File: src/pkg/txbcu_defines.vh
// register map, command word fields and reset values of the transmit buffer command unpacker
`ifndef TXBCU_DEFINES_VH
`define TXBCU_DEFINES_VH

// register byte offsets on the apb slave
`define TXBCU_OFS_DATA_PORT     8'h00
`define TXBCU_OFS_STATUS        8'h04
`define TXBCU_OFS_CTRL          8'h08
`define TXBCU_OFS_INFO          8'h0C

// status register bits, write one to clear
`define TXBCU_STS_TX_ERR        0
`define TXBCU_STS_BUF_LOADED    1

// control register bits and reset value
`define TXBCU_CTRL_ENABLE       0
`define TXBCU_CTRL_ABORT        1
`define TXBCU_CTRL_RESET        2'h1

// first command word fields
`define TXBCU_A_LOAD_NOTIFY     31
`define TXBCU_A_ALIGN_HI        25
`define TXBCU_A_ALIGN_LO        24
`define TXBCU_A_OFFSET_HI       20
`define TXBCU_A_OFFSET_LO       16
`define TXBCU_A_FIRST_SEG       13
`define TXBCU_A_LAST_SEG        12
`define TXBCU_A_SIZE_HI         10
`define TXBCU_A_SIZE_LO         0

// second command word fields
`define TXBCU_B_TAG_HI          31
`define TXBCU_B_TAG_LO          16
`define TXBCU_B_CRC_DIS         13
`define TXBCU_B_PAD_DIS         12
`define TXBCU_B_LEN_HI          10
`define TXBCU_B_LEN_LO          0

// end alignment codes and their byte counts
`define TXBCU_ALIGN_4           2'h0
`define TXBCU_ALIGN_16          2'h1
`define TXBCU_ALIGN_32          2'h2
`define TXBCU_BYTES_4           12'h004
`define TXBCU_BYTES_16          12'h010
`define TXBCU_BYTES_32          12'h020

`endif

File: src/txbcu_top.v
// transmit buffer command unpacker: apb data port, command parsing, byte lane enables, length checks
//
// Our own choices: the APB slave port and the register offsets.
`timescale 1ns/1ps
`default_nettype none
`include "txbcu_defines.vh"

module txbcu_top (
	input  wire        CORE_CLK,
	input  wire        RST_B,
	input  wire        PSEL,
	input  wire        PENABLE,
	input  wire        PWRITE,
	input  wire [7:0]  PADDR,
	input  wire [31:0] PWDATA,
	output wire [31:0] PRDATA,
	output wire        PREADY,
	output wire        PSLVERR,
	output wire [31:0] MAC_DATA,
	output wire [3:0]  MAC_BYTE_EN,
	output wire        MAC_LAST,
	output wire        MAC_VALID,
	input  wire        MAC_READY,
	output wire        MAC_PKT_END,
	output wire [15:0] MAC_TAG,
	output wire [10:0] MAC_LEN,
	output wire        MAC_ADD_CRC,
	output wire        MAC_ADD_PAD,
	output wire        MAC_LEN_ERR,
	output wire        TRANSMIT_ERROR_FLAG,
	output wire        BUFFER_LOADED_FLAG
);

	localparam ST_CMDA = 2'h0;
	localparam ST_CMDB = 2'h1;
	localparam ST_BODY = 2'h2;

	// rounds a byte count up to a multiple of a power of two
	function [11:0] round_up;
		input [11:0] val;
		input [11:0] unit;
		begin
			round_up = (val + unit - 12'h001) & ~(unit - 12'h001);
		end
	endfunction

	// byte enables from a first lane to a last lane
	function [3:0] lane_mask;
		input [1:0] lo;
		input [1:0] hi;
		integer     i;
		begin
			lane_mask = 4'h0;
			for (i = 0; i < 4; i = i + 1) begin
				lane_mask[i] = (i[1:0] >= lo) && (i[1:0] <= hi);
			end
		end
	endfunction

	// bus state
	reg  [1:0]  state_r, state_nxt;
	reg  [31:0] cmda_r;
	reg  [31:0] pkt_cmdb_r;
	reg         pkt_open_r;
	reg  [11:0] acc_r;
	reg  [11:0] idx_r;
	reg         err_r, loaded_r;
	reg  [1:0]  ctrl_r;
	reg  [31:0] prdata_r;
	reg  [31:0] out_data_r;
	reg  [3:0]  out_be_r;
	reg         out_last_r, out_valid_r;
	reg         pkt_end_r, len_err_r, add_crc_r, add_pad_r;
	reg  [15:0] tag_r;
	reg  [10:0] len_r;

	// decode of the apb access
	wire        setup     = PSEL && !PENABLE;
	wire        access    = PSEL && PENABLE;
	wire        hit_data  = (PADDR == `TXBCU_OFS_DATA_PORT);
	wire        hit_sts   = (PADDR == `TXBCU_OFS_STATUS);
	wire        hit_ctrl  = (PADDR == `TXBCU_OFS_CTRL);
	wire        hit_info  = (PADDR == `TXBCU_OFS_INFO);
	wire        mapped    = hit_data || hit_sts || hit_ctrl || hit_info;
	wire        enabled   = ctrl_r[`TXBCU_CTRL_ENABLE];
	wire        port_ok   = hit_data && PWRITE && enabled;
	wire        bad_acc   = !mapped || (hit_data && (!PWRITE || !enabled));

	// fields of the current buffer
	wire [4:0]  offset    = cmda_r[`TXBCU_A_OFFSET_HI:`TXBCU_A_OFFSET_LO];
	wire [1:0]  align     = cmda_r[`TXBCU_A_ALIGN_HI:`TXBCU_A_ALIGN_LO];
	wire [10:0] bsize     = cmda_r[`TXBCU_A_SIZE_HI:`TXBCU_A_SIZE_LO];
	wire        first_seg = cmda_r[`TXBCU_A_FIRST_SEG];
	wire        last_seg  = cmda_r[`TXBCU_A_LAST_SEG];
	wire [11:0] span      = {7'h00, offset} + {1'b0, bsize};
	wire [11:0] skip      = {9'h000, offset[4:2]};
	// an empty buffer forwards no word even when its start is not word aligned
	wire [11:0] ndata     = (bsize == 11'h000) ? 12'h000 :
	                        ((span - {7'h00, offset[4:2], 2'h0} + 12'h003) >> 2);

	// end alignment in bytes; the spare code behaves as word alignment
	reg  [11:0] align_bytes;
	always @* begin
		case (align)
			`TXBCU_ALIGN_16: align_bytes = `TXBCU_BYTES_16;
			`TXBCU_ALIGN_32: align_bytes = `TXBCU_BYTES_32;
			default:         align_bytes = `TXBCU_BYTES_4;
		endcase
	end

	// whole words of the buffer body, filler included
	wire [11:0] total     = round_up(span, align_bytes) >> 2;
	wire [11:0] data_end  = skip + ndata;
	wire        in_data   = (idx_r >= skip) && (idx_r < data_end);
	wire        is_first  = (idx_r == skip);
	wire        is_final  = (idx_r == data_end - 12'h001);
	wire [1:0]  end_lane  = span[1:0] - 2'h1;

	// data words of the body wait while the output word is held by the mac; filler words do not
	wire        out_free  = !out_valid_r || MAC_READY;
	wire        stall     = port_ok && (state_r == ST_BODY) && in_data && !out_free;
	wire        port_wr   = access && port_ok && !stall;

	assign PREADY  = !stall;
	assign PSLVERR = access && bad_acc;
	assign PRDATA  = prdata_r;

	// buffer completes on its last body word, or at once when it has none
	wire        cmdb_wr   = port_wr && (state_r == ST_CMDB);
	wire        body_wr   = port_wr && (state_r == ST_BODY);
	wire        buf_done  = (cmdb_wr && (total == 12'h000)) ||
	                        (body_wr && (idx_r == total - 12'h001));
	wire        b_differs = cmdb_wr && pkt_open_r && !first_seg &&
	                        (PWDATA != pkt_cmdb_r);
	// a buffer may close on its own word B, so the new word and sum are used at once
	wire        pkt_start = first_seg || !pkt_open_r;
	wire [31:0] pkt_b     = (cmdb_wr && pkt_start) ? PWDATA : pkt_cmdb_r;
	wire [11:0] acc_sum   = !cmdb_wr ? acc_r :
	                        (pkt_start ? {1'b0, bsize} : acc_r + {1'b0, bsize});
	wire        len_bad   = buf_done && last_seg &&
	                        (acc_sum != {1'b0, pkt_b[`TXBCU_B_LEN_HI:`TXBCU_B_LEN_LO]});

	// status register write one to clear
	wire        sts_wr    = access && PWRITE && hit_sts;
	wire        clr_err   = sts_wr && PWDATA[`TXBCU_STS_TX_ERR];
	wire        clr_load  = sts_wr && PWDATA[`TXBCU_STS_BUF_LOADED];
	wire        abort     = access && PWRITE && hit_ctrl && PWDATA[`TXBCU_CTRL_ABORT];

	// word sequencing through the two command words and the body
	always @* begin
		state_nxt = state_r;
		case (state_r)
			ST_CMDA: begin
				if (port_wr) begin
					state_nxt = ST_CMDB;
				end
			end
			ST_CMDB: begin
				if (port_wr) begin
					state_nxt = buf_done ? ST_CMDA : ST_BODY;
				end
			end
			ST_BODY: begin
				if (buf_done) begin
					state_nxt = ST_CMDA;
				end
			end
			default: state_nxt = ST_CMDA;
		endcase
		if (abort) begin
			state_nxt = ST_CMDA;
		end
	end

	// command words are latched here and never forwarded
	always @(posedge CORE_CLK) begin
		if (!RST_B) begin
			state_r    <= ST_CMDA;
			cmda_r     <= 32'h00000000;
			pkt_cmdb_r <= 32'h00000000;
			pkt_open_r <= 1'b0;
			acc_r      <= 12'h000;
			idx_r      <= 12'h000;
		end else begin
			state_r <= state_nxt;
			if (port_wr && state_r == ST_CMDA) begin
				cmda_r <= PWDATA;
			end
			if (cmdb_wr) begin
				idx_r      <= 12'h000;
				acc_r      <= acc_sum;
				pkt_open_r <= 1'b1;
				// the packet's word B is kept from its first segment
				if (pkt_start) begin
					pkt_cmdb_r <= PWDATA;
				end
			end else if (body_wr) begin
				idx_r <= idx_r + 12'h001;
			end
			if (buf_done && last_seg) begin
				pkt_open_r <= 1'b0;
			end
			if (abort) begin
				pkt_open_r <= 1'b0;
			end
		end
	end

	// output word register toward the mac transmit path
	always @(posedge CORE_CLK) begin
		if (!RST_B) begin
			out_data_r  <= 32'h00000000;
			out_be_r    <= 4'h0;
			out_last_r  <= 1'b0;
			out_valid_r <= 1'b0;
		end else begin
			if (body_wr && in_data) begin
				out_data_r  <= PWDATA;
				// lanes outside the buffer bytes are not enabled
				out_be_r    <= lane_mask(is_first ? offset[1:0] : 2'h0,
				                         is_final ? end_lane : 2'h3);
				out_last_r  <= is_final && last_seg;
				out_valid_r <= 1'b1;
			end else if (MAC_READY) begin
				out_valid_r <= 1'b0;
			end
		end
	end

	// packet close: commit pulse, tag and frame options for the mac
	always @(posedge CORE_CLK) begin
		if (!RST_B) begin
			pkt_end_r <= 1'b0;
			len_err_r <= 1'b0;
			tag_r     <= 16'h0000;
			len_r     <= 11'h000;
			add_crc_r <= 1'b1;
			add_pad_r <= 1'b1;
		end else begin
			pkt_end_r <= buf_done && last_seg;
			if (buf_done && last_seg) begin
				// tag is carried through untouched
				tag_r     <= pkt_b[`TXBCU_B_TAG_HI:`TXBCU_B_TAG_LO];
				len_r     <= pkt_b[`TXBCU_B_LEN_HI:`TXBCU_B_LEN_LO];
				len_err_r <= len_bad;
				add_pad_r <= !pkt_b[`TXBCU_B_PAD_DIS];
				add_crc_r <= !pkt_b[`TXBCU_B_CRC_DIS] ||
				             pkt_b[`TXBCU_B_PAD_DIS];
			end
		end
	end

	// sticky flags, a new event wins over a clear in the same cycle
	always @(posedge CORE_CLK) begin
		if (!RST_B) begin
			err_r    <= 1'b0;
			loaded_r <= 1'b0;
		end else begin
			// error is only recorded, the sequencing carries on
			if (len_bad || b_differs) begin
				err_r <= 1'b1;
			end else if (clr_err) begin
				err_r <= 1'b0;
			end
			if (buf_done && cmda_r[`TXBCU_A_LOAD_NOTIFY]) begin
				loaded_r <= 1'b1;
			end else if (clr_load) begin
				loaded_r <= 1'b0;
			end
		end
	end

	// control register; abort is a command and does not stay set
	always @(posedge CORE_CLK) begin
		if (!RST_B) begin
			ctrl_r <= `TXBCU_CTRL_RESET;
		end else if (access && PWRITE && hit_ctrl) begin
			ctrl_r <= {1'b0, PWDATA[`TXBCU_CTRL_ENABLE]};
		end
	end

	// read data captured in the setup cycle, shown in the access cycle
	always @(posedge CORE_CLK) begin
		if (!RST_B) begin
			prdata_r <= 32'h00000000;
		end else if (setup && !PWRITE) begin
			if (hit_sts) begin
				prdata_r <= {30'h0, loaded_r, err_r};
			end else if (hit_ctrl) begin
				prdata_r <= {30'h0, ctrl_r};
			end else if (hit_info) begin
				prdata_r <= {pkt_cmdb_r[`TXBCU_B_TAG_HI:`TXBCU_B_TAG_LO],
				             pkt_open_r, out_valid_r, state_r, acc_r};
			end else begin
				prdata_r <= 32'h00000000;
			end
		end
	end

	assign MAC_DATA            = out_data_r;
	assign MAC_BYTE_EN         = out_be_r;
	assign MAC_LAST            = out_last_r;
	assign MAC_VALID           = out_valid_r;
	assign MAC_PKT_END         = pkt_end_r;
	assign MAC_TAG             = tag_r;
	assign MAC_LEN             = len_r;
	assign MAC_ADD_CRC         = add_crc_r;
	assign MAC_ADD_PAD         = add_pad_r;
	assign MAC_LEN_ERR         = len_err_r;
	assign TRANSMIT_ERROR_FLAG = err_r;
	assign BUFFER_LOADED_FLAG  = loaded_r;

endmodule

`default_nettype wire

File: config.mk
export PLATFORM = sky130hd
export DESIGN_NAME = txbcu_top
export DESIGN_NICKNAME = d
export VERILOG_FILES = /design/src/txbcu_top.v
export VERILOG_INCLUDE_DIRS = /design/src /design/src/pkg
export SDC_FILE = /design/constraint.sdc
export NUM_CORES = 1
export LEC_CHECK = 0
export BUFFER_PORTS_ARGS = -buffer_cell sky130_fd_sc_hd__buf_2
export CAP_MARGIN = 20
export CORE_MARGIN = 2
export CORE_UTILIZATION = 35
export CTS_CLUSTER_SIZE = 30
export DETAILED_ROUTE_END_ITERATION = 10
export PLACE_DENSITY = 0.53
export SYNTH_ARGS = -nofsm -noshare
export SYNTH_HDL_FRONTEND = slang
export SYNTH_SLANG_ARGS = --single-unit
File: constraint.sdc
create_clock -name CORE_CLK -period 7.4 [get_ports CORE_CLK]
set_input_delay 1.11 -clock CORE_CLK [delete_from_list [all_inputs] [get_ports CORE_CLK]]
set_output_delay 1.11 -clock CORE_CLK [all_outputs]
set_load 0.02 [all_outputs]
* After elaboration in Yosys (flattened, before gate mapping)
Cells that the tools add are included.
Operators by class: add/subtract/negate cells 12, $mul 0, div/mod/pow operators 0, $lt $le $gt $ge 10, equal/unequal tests 15, shifts and indexed selects 0, mux-type cells 21, bitwise gates (word level) 3, reduce and logical (&&, ||, !) cells 70
Operators by type and width (number):
- 2-to-1 mux 32 bit | 4
- logical AND 1 bit | 37
- inequality test 32 bit | 1
- == test 12 bit | 2
- 2-to-1 mux 12 bit | 2
- subtractor 12 x 1 -> 12 bit (second input constant) | 2
- == test 8 x 4 -> 1 bit (second input constant) | 2
- adder 12 x 1 -> 12 bit (second input constant) | 1
- adder 12 x 11 -> 12 bit | 1
- adder 12 bit | 1
- adder 12 x 2 -> 12 bit (second input constant) | 1
- adder 5 x 11 -> 12 bit | 1
- AND 12 bit | 1
- == test 12 x 3 -> 1 bit | 1
- >= comparator 12 x 3 -> 1 bit | 1
- zero test 12 bit | 1
- less-than comparator 12 x 11 -> 1 bit | 1
- 2-to-1 mux 2 bit | 6
- inequality test 12 x 11 -> 1 bit | 1
- inverter 12 bit | 1
- case mux 6 bit (2 select lines) | 1
- subtractor 11 x 1 -> 12 bit (second input constant) | 1
- subtractor 12 x 5 -> 12 bit | 1
- adder 3 x 10 -> 11 bit | 1
- 24 further kinds | 59
Word-level totals: register bits after elaboration 195, bits in latches 0, RAM bits 0, memory bits (read-only) 0, bits of input ports 46, output and inout port bits 105, logic and storage cells 151, memories kept 0

* Logic depth before layout (Yosys ltp)
depth after elaboration 18, depth in mapped cells 31, depth with buffers taken out 29

* Worst setup path after synthesis
Ideal clock, no wire load.
path kind register to output, start point register cmda_r[0], end point output port PREADY, arrival time 5757 ps, data required time 6290 ps, slack 533 ps, cell stages (with the launch flop) 27, buffers on the path 0, cells stage by stage dfxtp_1 > ha_1 > fa_1 > a21oi_1 > nor2b_1 > nor2_1 > xnor2_1 > ha_1 > ha_1 > o21ai_0 > nor2_1 > nor3_1 > ha_1 > a21oi_1 > or2_2 > nor3b_1 > and2_1 > o21a_1 > xor2_1 > nand2_1 > ha_1 > o21ai_0 > a21oi_1 > o21ai_0 > a211oi_1 > nor4_1 > nand3_1
Between the ends: word-level cells in the longest chain between the ends 10, elaborated cells on any way between the ends 11, those cells by class add/sub: 4; order compare: 1; mux: 1; reduce/logical: 5
RTL lines:
- start: declaration | line txbcu_top.v:62 | reg [31:0] cmda_r;
- start signal: assignment | line txbcu_top.v:179 | cmda_r <= 32'h00000000;
- start signal: assignment | line txbcu_top.v:187 | cmda_r <= PWDATA;
- adder 5 x 11 -> 12 bit | line txbcu_top.v:95 | wire [11:0] span = {7'h00, offset} + {1'b0, bsize};
- subtractor 12 x 5 -> 12 bit | line txbcu_top.v:99 | ((span - {7'h00, offset[4:2], 2'h0} + 12'h003) >> 2);
- adder 12 x 2 -> 12 bit | line txbcu_top.v:99
- 2-to-1 mux 10 bit * | line txbcu_top.v:98 | wire [11:0] ndata = (bsize == 11'h000) ? 12'h000 :
- adder 3 x 10 -> 11 bit * | line txbcu_top.v:113 | wire [11:0] data_end = skip + ndata;
- less-than comparator 12 x 11 -> 1 bit * | line txbcu_top.v:114 | wire in_data = (idx_r >= skip) && (idx_r < data_end);
- logical AND 1 bit * | line txbcu_top.v:114
- logical AND 1 bit * (2 in a row) | line txbcu_top.v:121 | wire stall = port_ok && (state_r == ST_BODY) && in_data && !out_free;
- zero test 1 bit * | line txbcu_top.v:124 | assign PREADY = !stall;
- end: declaration | line txbcu_top.v:17 | output wire PREADY,
Every way passes the cells marked *; elsewhere a longest branch is shown, timed or not.

* Worst setup path in the final report
Ends and elaborated chain as after synthesis.

==> flow_metrics.py <==
metrics = {
    "placed_design": {
        "gp_congestion": 0.882,
        "preCtsSetupSlack_ns": 0.294,
        "port_buffers": 150,
        "dp_hpwl_mm": 28.1,
        "place_inst": 1929,
    },
    "critical_path": {
        "crit_type": "reg2out",
        "cp_max_fo": 5,
        "critPathBufInv": 1,
        "slowest_delay_ns": 0.44,
        "path_delay_family": "adder cells",
        "cp_common_cell": "ha_1",
        "cp.arrival_ns": 5.99,
        "cp_slowest_cell": "fa_2",
        "required_ns": 6.29,
        "cp-end-kind": "output pin",
        "reg2reg_slack_ns": 0.68,
        "r2r_cells": 32,
        "r2r-start": "cmda_r[0]$_SDFFE_PN0P_",
        "cp.depth": 27,
        "timing.rr.end": "idx_r[11]$_SDFFE_PP0P_",
        "crit_path_start_kind": "flip-flop",
    },
    "detailed_routing": {
        "drt-wirelength-per-cell_um": 19.1,
        "routed_via_density": 5.32,
        "drt_iter0_drc": 719,
        "routed_wl_mm": 37.6,
        "vias": 10467,
        "drtPass1Iterations": 4,
        "ant_nets": 0,
        "route.detailed.drc": 0,
    },
    "synthesis": {
        "ys_async_sr_fraction_pct": 0,
        "syn-num-nets": 1498,
        "ys_warn_count": 0,
        "synth_area_leaders": "dfxtp_1 32%, nand2_1 8.0%, ha_1 5.9%",
        "ys_seq_area_share_pct": 32.2,
        "synth_cell_type_count": 78,
        "netlist_instances": 1393,
        "yosysTopAreaCellShare_pct": 32.2,
        "synth_edf_count": 0,
        "syn_area_per_cell_sq_um": 8.20,
        "synth_most_common_cell": "nand2_1",
        "synthesis.area_sq_um": 11400,
        "synth_commonest_cells": "243 x nand2_1, 184 x dfxtp_1, 78 x a21boi_0, 62 x clkbuf_1, 62 x o21ai_0",
        "synth_top_cell_by_area": "dfxtp_1",
        "yosys_most_used_dff": "dfxtp_1",
        "ys_seq_elements": 184,
    },
    "global_routing": {
        "grt_max_degree": 89,
        "first_global_vias": 9719,
        "overflow": 0,
        "antenna_found_initial": 0,
        "track_usage_pct": 21.8,
        "grt_first_pass_wirelength_mm": 57.0,
    },
    "power": {
        "pwr-share-clk_pct": 46.6,
        "sw_frac_of_total_pct": 26.2,
        "comb_power_share_pct": 4.0,
        "power.leakage_nw": 5.21,
        "seqPwrFrac_pct": 49.4,
        "power.switching_w": 0.000525,
        "p_per_area_nw_per_um2": 150,
        "p_int_w": 0.00148,
        "peakVddDrop_uv": 133,
    },
    "clock_tree": {
        "cts_max_level": 4,
        "clk_pin_slew_ns": 0.08,
        "clk_latency_ns": 0.45,
        "cts_tree": "done",
        "cts_buffers": 17,
        "cts_buffer_depth": 2,
        "clock-sinks": 184,
        "cts-root-buf": "clkbuf_16",
    },
    "hold_path": {
        "hp-class": "reg2reg",
        "min-delay-start": "MAC_LEN[1]$_SDFFE_PN0P_",
        "whs_endpoint": "MAC_LEN[1]$_SDFFE_PN0P_",
        "holdPathStages": 2,
    },
    "sta": {
        "fmax_mhz": 141,
        "post-route-period-util_pct": 95.9,
        "hold_viol_final": 0,
        "period_needed_ns": 7.10,
        "slew_headroom_pct": 33.4,
        "finalMaxSlewViolations": 0,
        "setup_viol": 0,
        "layout_setup_ws_ns": 0.301,
        "finClkSkew_ns": 0.0265,
        "worst_pin_slew_ns": 0.996,
    },
    "outcome": {
        "status": "complete, no violations",
    },
    "die": {
        "start_util_pct": 35.3,
        "core_sq_um": 32400,
        "die_x_um": 185,
        "rows": 66,
        "die_h_um": 185,
        "die_area_sq_um": 34100,
        "ioPinCount": 151,
    },
    "layout": {
        "n_antenna_cell": 0,
        "nFillCells": 3396,
        "areaGrowthSynthToFinish_pct": 16.7,
        "multi_input_area_sq_um": 7300,
        "nets": 1619,
        "seqCellArea_sq_um": 3680,
        "drive_above_1_share_pct": 17.0,
        "fin_cells": 1969,
    },
    "job": {
        "cap_violations": 0,
    },
}
power by group through the flow:
stage,clock network (W),registers (W),logic (W)
final,0.000934,0.000989,0.0000795
after global routing,0.000987,0.000989,0.0000853
after CTS,0.000947,0.000989,0.0000794
after detailed placement,0,0.00101,0.0000792
after global placement,0,0.00101,0.0000800
after floorplan,0,0.00101,0.0000386
worst register-to-register path, delay by kind of cell, from the launching register on:
| kind | cells | cell delay, ns |
|---|---|---|
| fa+ha+maj | 6 | 1.90 |
| compound gates | 10 | 1.55 |
| simple gates | 11 | 1.99 |
| buf+inv | 3 | 0.51 |
| flops | 1 | 0.36 |
| xor+xnor | 2 | 0.32 |
layout by cell type (no fill, tap or decap), types with 9 or more instances in the layout:
cell type,count
a21oi_1,46
nand3_1,33
ha_1,53
o21a_1,13
buf_2,148
nand2_1,243
a21boi_0,78
nor3_1,18
xnor2_1,48
nor2b_1,58
nor2_1,47
o211ai_1,39
a22oi_1,32
a211oi_1,17
xor2_1,56
nor4_1,22
inv_1,41
a21o_1,12
nand4_1,13
dfxtp_1,183
o21ai_0,61
buf_4,31
and3_1,9
or3_1,13
nand2b_1,11
clkbuf_16,17
and2_1,15
mux2i_1,25
final cells by class:
cell class,instances,area share [%]
Clock buffer,18,3.22
Sequential cell,184,27.6
Inverter,45,1.30
Timing Repair Buffer,181,7.60
Multi-Input combinational cell,1085,54.8
Clock inverter,14,1.30
Tap cell,442,4.15
repair_timing:
item                                    4_1_cts  5_1_grt
gates resized for setup                       3       13
hold buffers                                  0        0
pin swaps                                     1        7
buffers inserted                              0        8
endpoints found under the setup margin        1        3
registers in the layout, summed over array words and instances (netlist names), 2 cells and up:
signal and flops:
pkt_cmdb_r 32, PRDATA 32, state_r 2, idx_r 12, cmda_r 21, MAC_BYTE_EN 4, MAC_TAG 16, acc_r 12
MAC_LEN 11, MAC_DATA 32
routing by layer:
metal	up-vias	share of wire [%]	wire length, um	global-route usage (%)
met5	-	0	0	0
met4	0	1.1	426	4.38
met3	21	5.1	1920	4.13
met2	239	46	17200	34.7
met1	5032	48	18100	30.7
li1	5175	-	-	-
cells by family (layout without fill, tap and decap cells):
logic type	count (synthesis)	count (layout)	synth area share [%]
XOR/XNOR	112	112	9.26
AND/OR/NAND/NOR	510	510	21.4
adder cells (fa/ha/maj)	60	60	6.88
flip-flops	184	184	32.2
multiplexers	27	27	2.38
AO/OA/AOI/OAI	376	376	23.3
buffers and inverters	124	258	4.62
through the flow:
stage	cell area [sq um]	hold WS, ns	utilization (%)	TNS, ns	total power (W)
floorplan	11400	0.437	-	0	0.00105
detailed placement	12600	0.439	38.9	0	0.00109
CTS	13200	0.450	40.9	0	0.00202
global placement	12600	0.436	38.9	0	0.00109
finish	13300	0.450	41.2	0	0.00200
global route	13300	0.481	41.2	-0.0662	0.00206
worst max-delay path by stage:
stage	from	to	slack [ns]
floorplan	cmda_r[0]$_SDFFE_PN0P_	PREADY	0.53
global placement	cmda_r[0]$_SDFFE_PN0P_	PREADY	0.45
detailed placement	cmda_r[0]$_SDFFE_PN0P_	PREADY	0.29
CTS	cmda_r[0]$_SDFFE_PN0P_	PREADY	0.06
global route	cmda_r[0]$_SDFFE_PN0P_	PREADY	-0.07
finish	cmda_r[0]$_SDFFE_PN0P_	PREADY	0.30
No activity file was read; power rests on OpenSTA's default activity.
